--- config.mk ---
export PLATFORM = sky130hd
export DESIGN_NAME = colorimetry_select
export DESIGN_NICKNAME = d
export VERILOG_FILES = /design/src/inc/colorimetry_pkg.sv /design/src/hdl/colorimetry_select.sv
export SDC_FILE = /design/constraint.sdc
export NUM_CORES = 1
export LEC_CHECK = 0
export BUFFER_PORTS_ARGS = -buffer_cell sky130_fd_sc_hd__buf_2
export CORE_MARGIN = 2
export CORE_UTILIZATION = 60
export CTS_BUF_LIST = sky130_fd_sc_hd__clkbuf_8
export CTS_CLUSTER_DIAMETER = 40
export CTS_CLUSTER_SIZE = 28
export DETAILED_ROUTE_END_ITERATION = 7
export GPL_TIMING_DRIVEN = 1
export PLACE_DENSITY = 0.84
export SLEW_MARGIN = 5
export SYNTH_ARGS = -nofsm -noshare
export SYNTH_HDL_FRONTEND = slang
export SYNTH_SLANG_ARGS = --single-unit
export TNS_END_PERCENT = 50
--- constraint.sdc ---
create_clock -name clk -period 4.8 [get_ports clk]
set_input_delay 0 -clock clk [delete_from_list [all_inputs] [get_ports clk]]
set_output_delay 0 -clock clk [all_outputs]
set_load 0.05 [all_outputs]
--- src/inc/colorimetry_pkg.sv ---
// Constants and types for the colorimetry format selector
package colorimetry_pkg;

  // Register byte offsets
  localparam logic [7:0] OFS_CTRL   = 8'h00;
  localparam logic [7:0] OFS_CAPS   = 8'h04;
  localparam logic [7:0] OFS_LIMIT  = 8'h08;
  localparam logic [7:0] OFS_STATUS = 8'h0c;
  localparam logic [7:0] OFS_LEVELS = 8'h10;
  localparam logic [7:0] OFS_PEER   = 8'h14;
  localparam logic [7:0] OFS_OWN_ID = 8'h18;

  // Control register bit positions
  localparam int CTRL_START   = 0;
  localparam int CTRL_KNOWN   = 1;
  localparam int CTRL_YCBCR   = 2;
  localparam int CTRL_709     = 3;
  localparam int CTRL_CEA_TMG = 4;
  localparam int CTRL_VGA_TMG = 5;
  localparam int CTRL_LIM_OK  = 6;
  localparam int CTRL_W       = 7;

  // Capability mask layout: five depth bits per encoding
  localparam int CAP_W     = 5;
  localparam int CAP_RGB   = 0;
  localparam int CAP_Y444  = 5;
  localparam int CAP_Y422  = 10;
  localparam int CAPS_W    = 15;

  // Peer identifier width and DPCD field bases
  localparam int          ID_W          = 24;
  localparam logic [11:0] SRC_FIELD_BASE = 12'h300;
  localparam logic [11:0] SNK_FIELD_BASE = 12'h400;

  // Component depth codes
  typedef enum logic [2:0] {
    BPC_6  = 3'h0,
    BPC_8  = 3'h1,
    BPC_10 = 3'h2,
    BPC_12 = 3'h3,
    BPC_16 = 3'h4
  } bpc_t;

  // Pixel encodings
  typedef enum logic [1:0] {
    ENC_RGB  = 2'h0,
    ENC_Y422 = 2'h1,
    ENC_Y444 = 2'h2
  } enc_t;

  // Selector states, Gray along the path
  typedef enum logic [1:0] {
    ST_IDLE   = 2'h0,
    ST_SELECT = 2'h1,
    ST_REPORT = 2'h3
  } state_t;

  // Limited range anchors at 8 bits per component
  localparam logic [15:0] LIM_ZERO_8 = 16'h0010;
  localparam logic [15:0] LIM_MAX_8  = 16'h00eb;
  localparam int          BASE_BITS  = 8;

  // Arbitrary neutral identifier of this source
  localparam logic [23:0] OWN_ID_DEFAULT = 24'h5a5a01;

endpackage : colorimetry_pkg

--- src/hdl/colorimetry_select.sv ---
// Colorimetry format selector with register port and stream attribute outputs
//
// The address map and the strobed register port were left to the implementer.
`timescale 1ns/1ps
module colorimetry_select
  import colorimetry_pkg::*;
#(
  parameter logic [CAP_W-1:0] SRC_RGB_MASK  = 5'h1f,
  parameter logic [CAP_W-1:0] SRC_Y444_MASK = 5'h1e,
  parameter logic [CAP_W-1:0] SRC_Y422_MASK = 5'h1e,
  parameter logic [ID_W-1:0]  OWN_ID        = OWN_ID_DEFAULT
) (
  input  wire logic        clk,
  input  wire logic        rst,
  input  wire logic [7:0]  addr,
  input  wire logic [31:0] wdata,
  input  wire logic        wr,
  input  wire logic        rd,
  output logic      [31:0] rdata,
  output logic      [1:0]  msa_encoding,
  output logic      [2:0]  msa_bpc,
  output logic      [5:0]  msa_bpp,
  output logic             msa_limited,
  output logic             msa_coef_709,
  output logic      [15:0] msa_zero_level,
  output logic      [15:0] msa_max_level,
  output logic             msa_update,
  output logic             peer_paired
);

  ////////////////////////////////////////////////////////////////////////
  // Helper functions

  // Highest depth code set in a mask, or none
  function automatic logic [3:0] pick_bpc(input logic [CAP_W-1:0] m);
    logic [3:0] r;
    r = 4'h0;
    for (int i = 0; i < CAP_W; i++) begin
      if (m[i]) begin
        r = {1'b1, i[2:0]};
      end
    end
    return r;
  endfunction : pick_bpc

  // Bits per component for a depth code
  function automatic logic [4:0] bpc_bits(input logic [2:0] c);
    logic [4:0] b;
    case (c)
      BPC_6:   b = 5'h06;
      BPC_8:   b = 5'h08;
      BPC_10:  b = 5'h0a;
      BPC_12:  b = 5'h0c;
      default: b = 5'h10;
    endcase
    return b;
  endfunction : bpc_bits

  // Mask of depth codes at or below a ceiling
  function automatic logic [CAP_W-1:0] below(input logic [2:0] c);
    logic [CAP_W-1:0] m;
    m = '0;
    for (int i = 0; i < CAP_W; i++) begin
      if (i[2:0] <= c) begin
        m[i] = 1'b1;
      end
    end
    return m;
  endfunction : below

  ////////////////////////////////////////////////////////////////////////
  // Software registers

  logic [CTRL_W-1:0] ctrl;
  logic [CAPS_W-1:0] sink_caps;
  logic [2:0]        depth_limit;
  logic [ID_W-1:0]   peer_id;
  logic [ID_W-1:0]   expect_id;
  logic              start;
  logic              busy;
  logic              done;
  logic              fallback;
  state_t            state;

  wire write_ctrl = wr && (addr == OFS_CTRL);

  // Control bits; start is a one-cycle pulse
  always_ff @(posedge clk) begin
    if (rst) begin
      ctrl  <= '0;
      start <= 1'b0;
    end else begin
      start <= write_ctrl && wdata[CTRL_START] && (state == ST_IDLE);
      if (write_ctrl) begin
        ctrl <= wdata[CTRL_W-1:0] & ~(CTRL_W'(1) << CTRL_START);
      end
    end
  end

  // Capability, depth ceiling and identifiers
  always_ff @(posedge clk) begin
    if (rst) begin
      sink_caps   <= '0;
      depth_limit <= BPC_16;
      peer_id     <= '0;
      expect_id   <= '0;
    end else if (wr) begin
      case (addr)
        OFS_CAPS:  sink_caps   <= wdata[CAPS_W-1:0];
        OFS_LIMIT: depth_limit <= wdata[2:0];
        OFS_PEER:  peer_id     <= wdata[ID_W-1:0];
        OFS_OWN_ID: expect_id  <= wdata[ID_W-1:0];
        default:   ;
      endcase
    end
  end

  ////////////////////////////////////////////////////////////////////////
  // Format choice

  logic [CAP_W-1:0] ok_rgb;
  logic [CAP_W-1:0] ok_444;
  logic [CAP_W-1:0] ok_422;
  logic [3:0]       p_rgb;
  logic [3:0]       p_444;
  logic [3:0]       p_422;
  logic [1:0]       next_enc;
  logic [2:0]       next_bpc;
  logic             next_lim;
  logic             next_fb;

  // Intersection of sink, source and ceiling
  always_comb begin
    ok_rgb = sink_caps[CAP_RGB +: CAP_W] & SRC_RGB_MASK & below(depth_limit);
    ok_444 = sink_caps[CAP_Y444 +: CAP_W] & SRC_Y444_MASK & below(depth_limit);
    ok_422 = sink_caps[CAP_Y422 +: CAP_W] & SRC_Y422_MASK & below(depth_limit);
    p_rgb  = pick_bpc(ok_rgb);
    p_444  = pick_bpc(ok_444);
    p_422  = pick_bpc(ok_422);
  end

  // Encoding, depth and range decision
  always_comb begin
    next_enc = ENC_RGB;
    next_bpc = BPC_6;
    next_lim = 1'b0;
    next_fb  = 1'b0;
    if (!ctrl[CTRL_KNOWN]) begin
      next_fb = 1'b1;
    end else if (ctrl[CTRL_YCBCR] && p_444[3] && p_444[2:0] != BPC_6) begin
      next_enc = ENC_Y444;
      next_bpc = p_444[2:0];
      next_lim = 1'b1;
    end else if (ctrl[CTRL_YCBCR] && p_422[3] && p_422[2:0] != BPC_6) begin
      next_enc = ENC_Y422;
      next_bpc = p_422[2:0];
      next_lim = 1'b1;
    end else if (p_rgb[3]) begin
      next_bpc = p_rgb[2:0];
      if (p_rgb[2:0] == BPC_6) begin
        next_lim = 1'b0;
      end else if (ctrl[CTRL_VGA_TMG]) begin
        next_lim = 1'b0;
      end else begin
        next_lim = ctrl[CTRL_CEA_TMG] && ctrl[CTRL_LIM_OK];
      end
    end else begin
      next_fb = 1'b1;
    end
  end

  ////////////////////////////////////////////////////////////////////////
  // Sequencer

  logic [1:0] sel_enc;
  logic [2:0] sel_bpc;
  logic       sel_lim;

  // Idle, latch choice, report
  always_ff @(posedge clk) begin
    if (rst) begin
      state <= ST_IDLE;
    end else begin
      case (state)
        ST_IDLE:   if (start) state <= ST_SELECT;
        ST_SELECT: state <= ST_REPORT;
        ST_REPORT: state <= ST_IDLE;
        default:   state <= ST_IDLE;
      endcase
    end
  end

  // Latched choice and progress flags
  always_ff @(posedge clk) begin
    if (rst) begin
      sel_enc  <= ENC_RGB;
      sel_bpc  <= BPC_6;
      sel_lim  <= 1'b0;
      fallback <= 1'b0;
      busy     <= 1'b0;
      done     <= 1'b0;
    end else begin
      if (start) begin
        busy <= 1'b1;
        done <= 1'b0;
      end
      if (state == ST_SELECT) begin
        sel_enc  <= next_enc;
        sel_bpc  <= next_bpc;
        sel_lim  <= next_lim;
        fallback <= next_fb;
      end
      if (state == ST_REPORT) begin
        busy <= 1'b0;
        done <= 1'b1;
      end
    end
  end

  ////////////////////////////////////////////////////////////////////////
  // Stream attribute outputs

  logic [4:0] sel_bits;
  logic [4:0] shift_up;
  logic [5:0] pix_bits;
  logic [15:0] full_max;

  // Derived depth figures
  always_comb begin
    sel_bits = bpc_bits(sel_bpc);
    shift_up = sel_bits - 5'(BASE_BITS);
    if (sel_enc == ENC_Y422) begin
      pix_bits = {sel_bits, 1'b0};
    end else begin
      pix_bits = 6'({sel_bits, 1'b0}) + 6'(sel_bits);
    end
    full_max = 16'((17'h1 << sel_bits) - 17'h1);
  end

  // Attribute words update on report
  always_ff @(posedge clk) begin
    if (rst) begin
      msa_encoding   <= ENC_RGB;
      msa_bpc        <= BPC_6;
      msa_bpp        <= 6'h12;
      msa_limited    <= 1'b0;
      msa_coef_709   <= 1'b0;
      msa_zero_level <= '0;
      msa_max_level  <= 16'h003f;
      msa_update     <= 1'b0;
    end else begin
      msa_update <= (state == ST_REPORT);
      if (state == ST_REPORT) begin
        msa_encoding <= sel_enc;
        msa_bpc      <= sel_bpc;
        msa_bpp      <= pix_bits;
        msa_limited  <= sel_lim;
        msa_coef_709 <= (sel_enc != ENC_RGB) && ctrl[CTRL_709];
        if (sel_lim) begin
          msa_zero_level <= LIM_ZERO_8 << shift_up;
          msa_max_level  <= LIM_MAX_8 << shift_up;
        end else begin
          msa_zero_level <= '0;
          msa_max_level  <= full_max;
        end
      end
    end
  end

  ////////////////////////////////////////////////////////////////////////
  // Captive pairing

  // Peer identifier from the sink field matches the expected one
  always_ff @(posedge clk) begin
    if (rst) begin
      peer_paired <= 1'b0;
    end else begin
      peer_paired <= (peer_id == expect_id) && (expect_id != '0);
    end
  end

  ////////////////////////////////////////////////////////////////////////
  // Register read port

  // Read data valid only in the cycle after the strobe
  always_ff @(posedge clk) begin
    if (rst) begin
      rdata <= '0;
    end else if (rd) begin
      case (addr)
        OFS_CTRL:   rdata <= 32'(ctrl);
        OFS_CAPS:   rdata <= 32'(sink_caps);
        OFS_LIMIT:  rdata <= 32'(depth_limit);
        OFS_STATUS: rdata <= {11'h000, SNK_FIELD_BASE[11:8], peer_paired,
                              fallback, done, busy, msa_bpp,
                              msa_coef_709, msa_limited, msa_bpc, msa_encoding};
        OFS_LEVELS: rdata <= {msa_max_level, msa_zero_level};
        OFS_PEER:   rdata <= 32'(peer_id);
        OFS_OWN_ID: rdata <= {SRC_FIELD_BASE[11:8], 4'h0, OWN_ID};
        default:    rdata <= '0;
      endcase
    end else begin
      rdata <= '0;
    end
  end

endmodule : colorimetry_select

==> Yosys cells after proc, flatten, opt, wreduce, memory -nomap -nowiden <==
Cells that the tools add are included.
{ "word_totals": {"reg_bits": 163, "latchBits": 0, "ram_bits": 0, "mem_bits_ro": 0, "inputBits": 44, "out_inout_bits": 79, "word_cells": 123, "memories": 0} }
{ "op_classes": {"add_sub_neg": 3, "multipliers": 0, "n_div": 0, "magnitude_cmp": 5, "eq_ne": 14, "n_shift": 3, "n_mux": 46, "bitwise": 4, "reduce_logical": 25} }
{ "ops": {"columns": ["operator", "n"], "rows": [
  ["32-bit case mux with 7 select lines", 1],
  ["4-bit two-way mux", 15],
  ["16-bit two-way mux", 2],
  ["24-bit == test", 1],
  ["8-bit by 5-bit == test with 1-bit output (second input constant)", 3],
  ["24-bit nonzero test", 1],
  ["5-bit case mux with 4 select lines", 1],
  ["1-bit two-way mux", 18],
  ["8-bit by 4-bit == test with 1-bit output (second input constant)", 2],
  ["1-bit by 5-bit << shifter with 16-bit output (first input constant)", 1],
  ["5-bit by 5-bit << shifter with 16-bit output (first input constant)", 1],
  ["8-bit by 5-bit << shifter with 16-bit output (first input constant)", 1],
  ["16-bit by 1-bit subtractor with 16-bit output (second input constant)", 1],
  ["5-bit AND", 3],
  ["3-bit two-way mux", 4],
  ["1-bit logical AND", 10],
  ["8-bit by 3-bit == test with 1-bit output (second input constant)", 1],
  ["8-bit zero test", 1],
  ["2-bit AND reduction", 4],
  ["6-bit by 5-bit adder with 6-bit output", 1],
  ["3-bit by 2-bit == test with 1-bit output (second input constant)", 2],
  ["1-bit by 3-bit <= comparator with 1-bit output (first input constant)", 2],
  ["2-bit by 3-bit <= comparator with 1-bit output (first input constant)", 2],
  ["3-bit zero test", 2],
  ["other kinds (14)", 20]
]} }

==> Depth between registers and ports, before layout <==
Gate-level depths: netlist of run 1.
{ "depth": {"depth_word": 14, "mapped_depth": 11, "ltp_nobuf": 9} }

==> Least setup slack after synthesis of run 1 <==
Ideal clock, no wire load.
{ "synth_path": {"path_kind": "register -> register", "start": "register sel_bpc[0]", "end": "register msa_max_level[4]", "setup_ps": 122, "arrival_ps": 2610, "required_ps": 4678, "slack_ps": 2068, "path_stages_with_launch": 12, "path_buffers": 2, "period_less_slack_ps": 2732, "path_cell_list": "dfxtp_1 or2_2 buf_2 a21oi_1 inv_1 ha_1 clkbuf_1 nand2_1 ha_1 nor3_1 o211a_1 o32a_1"} }
{ "synth_via": {"elab_chain_len": 5, "word_cells_on_any_way": 10, "classes_between": "add/sub (2); eq/ne (3); shift (2); mux (2); reduce/logical (1)"} }
{ "synth_rtl": {"columns": ["element", "line", "source"], "rows": [
  ["start, declared", "colorimetry_select.sv:176", "logic [2:0] sel_bpc;"],
  ["start signal, assigned", "colorimetry_select.sv:209", "sel_bpc <= next_bpc;"],
  ["3-bit by 2-bit == test with 1-bit output (tied with other cells)", "colorimetry_select.sv:49", "case (c)"],
  ["5-bit case mux with 4 select lines *", "colorimetry_select.sv:49", null],
  ["5-bit by 4-bit subtractor with 5-bit output or 1-bit by 5-bit << shifter with 16-bit output (tied branches)", "colorimetry_select.sv:231, colorimetry_select.sv:237", null],
  ["8-bit by 5-bit << shifter with 16-bit output or 16-bit by 1-bit subtractor with 16-bit output (tied branches)", "colorimetry_select.sv:261, colorimetry_select.sv:237", null],
  ["16-bit two-way mux *", "colorimetry_select.sv:259", "if (sel_lim) begin"],
  ["end signal, assigned", "colorimetry_select.sv:261", "msa_max_level <= LIM_MAX_8 << shift_up;"],
  ["end signal, assigned", "colorimetry_select.sv:264", "msa_max_level <= full_max;"],
  ["end, declared", "colorimetry_select.sv:26", "output logic [15:0] msa_max_level,"]
]} }
Mark *: on every way between the ends. The rest lies on a longest branch, timed or not.
A chain may end at the register's enable or synchronous reset.

==> Worst setup path in the final report of run 1 <==
Ends and elaborated chain as after synthesis.

==> results.md, run 1 <==
- Post-synthesis sequential area ratio: 43.4%
- Mapped Area: 0.00687 mm2
- Die width: 111 um
- Remaining antenna violation count: 0
- Unrepaired setup endpoints after global routing: false
- Top_reg_cell synth: dfxtp_1
- Syn Area/Cell: 8.35 um2
- First-pass GRT wire length: 30.7 mm
- I/O pin cnt: 123
- Antenna cells: 0
- Initial antenna violation count: 1
- End of the worst register-to-register path: msa_max_level[4]$_SDFFE_PP1P_
- Synth area leader: dfxtp_1
- Num rows: 39
- Area share of the largest cell type after synthesis: 43.4%
- Gate Count Post-Synth: 823
- Clock Skew: 0.00973 ns
- Worst setup EP type: flip-flop
- TritonCTS Buffers: 17
- Share of cells above drive strength 1: 17.8%
- Number of synthesized flops with an enable pin: 0
- DP Worst Slack: 1.80 ns
- Max-Cap Viols: 0
- Hold depth: 3
- Synth Warn #: 0
- Maximum buffer depth of the clock tree: 2
- Largest net degree at the start of global routing: 84
- Die Y: 111 um
- GRT Residual Overflow: 0
- Initial DRC Count: 748
- Worst-Skew Late Latency: 0.48 ns
- Fmax: 323 MHz
- Library cells used by synthesis: 75
- Post-synthesis register bit count: 149
- Clock root buffer: clkbuf_8
- CTS tree: built
- Required time of the critical path: 5.17 ns
- Startpoint types: flip-flop
- Worst Path Max Fanout: 11
- Hold worst-path end: rdata[14]$_SDFF_PP0_
- Power Dens Cells: 301 mW/mm2
- R2r worst-path depth: 9
- Clk pin slew, worst setup/hold paths: 0.08 ns
- Max-slew violations: 0
- Routed wire length per instance: 17.9 um
- Top area cells in the synthesized netlist: dfxtp_1 (43%), nand2_1 (9.0%), a21oi_1 (7.1%), nor2_1 (3.2%), ha_1 (2.4%)
- Vias in the first global route: 5804
- Area growth, synth to finish: 16.6%
- Worst min-delay path class: input port to flip-flop
- Tot GR Track Use: 31.3%
- Peak supply drop: 0.211 mV
- # setup viols final: 0
- Hold path start: addr[2]
- RR Startpoint: sel_bpc[0]$_SDFFE_PP0P_
- Initial Util: 61.0%
- Leakage: 3.16 nW
- Vias: 6467
- CTS sink count: 149
- GPL Wtd Cong: 0.939
- DRC: 0
- Min setup slack post-route: 1.71 ns
- I/O Buffers: 103
- Via density: 6.00
- Outcome: finished, final reports clean
- Hold Violations, Final: 0
- Slew margin rel.: 21.4%
- Min cycle time layout: 3.09 ns
- Crit Path Category: flip-flop to flip-flop
- Actual slew at the worst max-slew pin: 1.18 ns
- Post-Route Setup TNS: 0 ns
- Drt first pass iters: 5
- Worst R2R Setup Slack: 1.71 ns
- H-tree levels: 4
- Dpl hpwl: 13.1 mm
- Area of the die: 0.0123 mm2
- Core Region: 0.0113 mm2
- Period utilization: 64.5%
- Critical Path AT: 3.46 ns
- WL final: 19.3 mm
- Post-synth ARST share: 0%
- Nets: 980
## critical path, cell delays in order (launching register included)
cell,delay (ns)
dfxtp_1,0.39
or2_2,0.38
a21oi_1,0.54
inv_1,0.24
ha_1,0.41
nand2_1,0.16
ha_1,0.23
nor3_1,0.07
o211a_1,0.27
o32a_1,0.32
## Yosys cell counts (all sizes together) (3+ instances only)
cell / n
a31oi: 6
o21a: 4
o31ai: 5
a22o: 14
or2: 3
a211oi: 3
ha: 13
buf: 34
dfxtp: 149
a221oi: 3
nor3: 16
a21oi: 99
xor2: 13
nand3: 25
clkbuf: 34
mux2i: 14
a221o: 5
nand4b: 3
and2b: 5
or3: 4
a21o: 4
nand2: 167
nor2: 59
nand4: 7
nor4: 12
xnor2: 16
a22oi: 14
inv: 9
mux2: 3
nor2b: 6
o21ai: 25
a32o: 4
and2: 8
nand2b: 3
o22a: 3
## sequential cells by signal, summed over array words and instances (netlist names)
signal          flops
msa_bpc             3
msa_bpp             5
peer_id            24
msa_max_level      14
fallback            1
msa_coef_709        1
done                1
start               1
rdata              31
busy                1
sink_caps          15
sel_lim             1
sel_enc             2
msa_limited         1
depth_limit         3
msa_encoding        2
sel_bpc             3
ctrl                6
msa_zero_level      6
peer_paired         1
expect_id          24
state               2
msa_update          1
## per-layer routing
| metal | GRT usage [%] | part of all wire (%) | up-vias |
|---|---|---|---|
| li1 | - | - | 3047 |
| met1 | 41.7 | 41 | 3056 |
| met2 | 50.2 | 47 | 312 |
| met3 | 7.22 | 8.9 | 50 |
| met4 | 10.8 | 2.6 | 2 |
| met5 | 0 | 0.057 | - |
## cells in the final DEF (no fill, tap or decap), types with 6 or more instances in the layout
master	count
nand2_1	165
dfxtp_1	149
buf_2	103
a21oi_1	96
nor2_1	58
dlygate4sd3_1	31
nand3_1	24
o21ai_0	22
clkbuf_8	19
xnor2_1	16
a22o_1	14
mux2i_1	14
xor2_1	13
a22oi_1	13
ha_1	13
nor3_1	12
nor4_1	12
conb_1	11
inv_1	8
and2_1	8
nand4_1	7
a31oi_1	6
## per-stage QoR
step	hold slack [ns]	power [mW]	area (um2)	utilization [%]	instances
6_report	0.0157	2.41	8010	71.1	1078
5_1_grt	0.0324	2.47	8010	71.1	1078
4_1_cts	0.00101	2.41	8010	71.1	1078
3_5_place_dp	0.261	1.36	7270	64.5	1015
3_3_place_gp	0.256	1.36	7270	64.5	1015
2_1_floorplan	0.136	1.33	6910	-	833
## what timing repair did
action                                 CTS  global route
hold buffers                            31             0
resized for setup                        0             0
setup buffers                            0             0
endpoints found under the hold margin   74             0
## cell type report
cell class                 count  area [um2]
clock buffer                  19         262
clock inverter                13         171
fill                         876        3260
inverter                       9        33.8
multi-input combinational    607        3520
sequential                   149        2980
tap                          143         179
timing repair buffer         138         856
## worst max path at each step
stage | start | endpoint | slack [ns] | cells past startpoint
after floorplan | sel_bpc[0]$_SDFFE_PP0P_ | msa_max_level[4]$_SDFFE_PP1P_ | 2.07 | 11
after global placement | sel_bpc[0]$_SDFFE_PP0P_ | msa_max_level[4]$_SDFFE_PP1P_ | 1.94 | 9
after detailed placement | sel_bpc[0]$_SDFFE_PP0P_ | msa_max_level[4]$_SDFFE_PP1P_ | 1.80 | 9
after CTS | sel_bpc[0]$_SDFFE_PP0P_ | msa_max_level[4]$_SDFFE_PP1P_ | 1.74 | 9
after global routing | sel_bpc[0]$_SDFFE_PP0P_ | msa_max_level[4]$_SDFFE_PP1P_ | 1.57 | 9
final | sel_bpc[0]$_SDFFE_PP0P_ | msa_max_level[4]$_SDFFE_PP1P_ | 1.71 | 9
## where the power goes
| part | leakage [nW] | internal (mW) | switching, mW |
|---|---|---|---|
| combinational | 1.74 | 0.0371 | 0.0778 |
| clock | 0.219 | 0.549 | 0.507 |
| sequential | 1.20 | 1.24 | 0.00121 |
## cells by family after synthesis
group	after synthesis	synth area share [%]
adders and majority gates	14	2.66
muxes	19	3.19
DFF	149	43.4
buffers and inverters	77	5.88
other	1	0.0546
AOI/OAI and AO/OA	207	19.3
xor gates and xnor gates	29	3.70
and+or+nand+nor	327	21.9
No activity file was read; power rests on OpenSTA's default activity.
==> run 2, diff against run 1 <==
Settings changed: ABC_AREA set to 1, CORE_UTILIZATION 60 to 58, PLACE_DENSITY 0.84 to 0.82.
Clock period 4.8 ns to 2.88 ns, I/O delays scaled along.
==> results.md, run 2 <==
- Synth Warn #: 0 (unchanged)
- Top_reg_cell synth: dfxtp_1 (unchanged)
- Mapped Area: 0.00663 mm2 (was 0.00687 mm2)
- Area share of the largest cell type after synthesis: 45.0% (was 43.4%)
- First-pass GRT wire length: 31.3 mm (was 30.7 mm)
- Syn Area/Cell: 7.53 um2 (was 8.35 um2)
- Number of synthesized flops with an enable pin: 0 (unchanged)
- Final Cell Area: 0.00787 mm2 (was 0.00801 mm2)
- Vias in the first global route: 5964 (was 5804)
- Peak supply drop: 0.631 mV (was 0.211 mV)
- Unrepaired setup endpoints after global routing: false (unchanged)
- Via density: 5.62 (was 6.00)
- Clk pin slew, worst setup/hold paths: 0.08 ns (about the same)
- WL final: 19.7 mm (was 19.3 mm)
- Worst setup EP type: flip-flop (unchanged)
- Most common cell in the netlist: dfxtp_1 (was nand2_1)
- Worst min-delay path class: input port to flip-flop (unchanged)
- Library cells used by synthesis: 42 (was 75)
- Vias: 6531 (was 6467)
- Area of the die: 0.0123 mm2 (about the same)
- Fin cells: 1163 (was 1078)
- H-tree levels: 4 (unchanged)
- Register with the most flip-flops: rdata (unchanged)
- Max-Cap Viols: 0 (unchanged)
- Largest net degree at the start of global routing: 49 (was 84)
- Die width: 111 um (about the same)
- Fmax: 391 MHz
- Dpl hpwl: 13.9 mm (was 13.1 mm)
- Die Y: 111 um (about the same)
- I/O pin cnt: 123 (unchanged)
- Required time of the critical path: 3.27 ns (was 5.17 ns)
- Power Dens Cells: 479 mW/mm2 (was 301 mW/mm2)
- Core Region: 0.0113 mm2 (unchanged)
- Actual slew at the worst max-slew pin: 0.793 ns (was 1.18 ns)
- Outcome: finished, final reports clean (unchanged)
- Clock root buffer: clkbuf_8 (unchanged)
- Top area cells in the synthesized netlist: dfxtp_1 (45%), a21oi_1 (7.8%), nand2_1 (7.3%), o21ai_0 (6.9%), inv_1 (6.6%) (was dfxtp_1 (43%), nand2_1 (9.0%), a21oi_1 (7.1%), nor2_1 (3.2%), ha_1 (2.4%))
- Initial Util: 58.9% (was 61.0%)
- DRC: 0 (unchanged)
- Worst-Skew Late Latency: 0.46 ns (was 0.48 ns)
- Slew margin rel.: 46.9% (was 21.4%)
- Crit Path Category: input port to flip-flop (was flip-flop to flip-flop)
- Worst Path Max Fanout: 18 (was 11)
- Synth area leader: dfxtp_1 (unchanged)
- DP Area: 0.00713 mm2 (was 0.00727 mm2)
- Leakage: 3.31 nW (was 3.16 nW)
- Count of cells resized by post-cts repair: 0 (unchanged)
- Area growth, synth to finish: 18.7% (was 16.6%)
- Critical Path AT: 2.95 ns (was 3.46 ns)
- Gate Count Post-Synth: 881 (was 823)
- CTS tree: built (unchanged)
- Most frequent cells in the layout: dfxtp_1 (149), nand2_1 (129), inv_1 (119) (was nand2_1 (165), dfxtp_1 (149), buf_2 (103))
- Startpoint types: input port (was flip-flop)
- Maximum buffer depth of the clock tree: 2 (unchanged)
- DP Cell Count: 1095 (was 1015)
- Commonest non-fill, non-tap cell in the layout: dfxtp_1 (was nand2_1)
- Max reg flops: 31 (unchanged)
- Top post-synthesis cells by count: dfxtp_1 (149), nand2_1 (129), inv_1 (117) (was nand2_1 (165), dfxtp_1 (149), a21oi_1 (97))
- Post-synthesis sequential area ratio: 45.0% (was 43.4%)
- Initial DRC Count: 719 (was 748)
- Drt first pass iters: 5 (unchanged)
- CTS sink count: 149 (unchanged)
- Share of cells above drive strength 1: 16.0% (was 17.8%)
- R2r worst-path depth: 13 (was 9)
- Hold Violations, Final: 0 (unchanged)
- Max-slew violations: 0 (unchanged)
- Post-synthesis register bit count: 149 (unchanged)
- Nets: 1067 (was 980)
- Routed wire length per instance: 16.9 um (was 17.9 um)
- I/O Buffers: 103 (unchanged)
- GPL Wtd Cong: 0.991 (was 0.939)
- Period utilization: 88.7%
- Post-synth ARST share: 0% (unchanged)
- Clock Skew: 0.0133 ns (was 0.00973 ns)
- Tot GR Track Use: 32.3% (was 31.3%)
- Num rows: 39 (unchanged)
- GRT Residual Overflow: 0 (unchanged)
- Post-Route Setup TNS: 0 ns (unchanged)
- # setup viols final: 0 (unchanged)
- Antenna cells: 0 (unchanged)
- Largest registers: rdata (31), expect_id (24), peer_id (24) (unchanged)
- Min cycle time layout: 2.55 ns
- Initial antenna violation count: 0 (was 1)
- Hold depth: 4 (was 3)
- Setup bufs post-CTS: 0 (unchanged)
- TritonCTS Buffers: 17 (unchanged)
- Remaining antenna violation count: 0 (unchanged)
[run 2: cell count changes after synthesis, sizes merged, moves of 14 or more]
| cell | previous run | this run |
|---|---|---|
| a22o | 14 | 0 |
| clkbuf | 34 | 16 |
| inv | 9 | 121 |
| mux2i | 14 | 0 |
| nand2 | 167 | 134 |
| nor2 | 59 | 81 |
| o21ai | 25 | 104 |
| o22ai | 2 | 23 |
[run 2: cells by family after synthesis]
kind of cell	share of synthesized area, %
simple gates	18.1
buf+inv	11.4
compound gates	21.7
xor+xnor	1.06
flops	45.0
other cells	0.0565
fa+ha+maj	2.75
[run 2: per-layer routing]
metal | vias to the layer above | GRT usage, % | wire length (um)
met1 | 3015 | 42.6 | 8370
li1 | 3149 | - | -
met3 | 50 | 5.47 | 1480
met2 | 317 | 53.5 | 9250
met5 | - | 0 | 0
met4 | 0 | 12.2 | 594
[run 2: what timing repair did]
item	in CTS	in global routing
endpoints found under the hold margin	79	0
hold buffers	38	0
endpoints found under the setup margin	0	0
[run 2: path summary, 6_finish.rpt]
kind	startpoint	end	slack, ns
setup / recovery	addr[2]	peer_id[16]$_SDFFE_PP0P_	0.33
hold / removal	addr[5]	rdata[17]$_SDFF_PP0_	0.1
setup reg to reg	sel_bpc[2]$_SDFFE_PP0P_	msa_max_level[11]$_SDFFE_PP0P_	0.43
hold reg to reg	start$_SDFF_PP0_	done$_SDFFE_PP0P_	0.47
[run 2: power by group]
group	internal, mW	switching [mW]	leakage (nW)
registers	2.06	0.00216	1.20
logic	0.0629	0.119	1.92
clock network	0.768	0.760	0.192
[run 2: through the flow]
stage	power (mW)	util, %	worst slack (ns)	hold slack [ns]
2_1_floorplan	2.21	-	0.739	0.0694
3_3_place_gp	2.26	63.2	0.581	0.263
3_5_place_dp	2.26	63.2	0.544	0.272
4_1_cts	3.77	69.8	0.407	0.0568
5_1_grt	3.90	69.8	0.140	0.0995
6_report	3.77	69.8	0.325	0.0989
[run 2: area by class of cell]
type / count / area, um2
inverters: 125 / 472
fillers: 901 / 3400
well taps: 143 / 179
repair buffers: 147 / 941
flip-flops and latches: 149 / 2980
multi-input cells: 569 / 2930
clock buffers: 18 / 248
clock inverters: 12 / 116
[run 2: critical path, cell delays in order]
cell	delay, ns
dlygate4sd3_1	0.52
buf_2	0.16
inv_2	0.04
nor3_2	0.21
nand2_1	0.29
clkinv_2	0.13
buf_4	0.23
nand3_1	0.10
dlygate4sd3_1	0.57
a21oi_1	0.14
dlygate4sd3_1	0.56
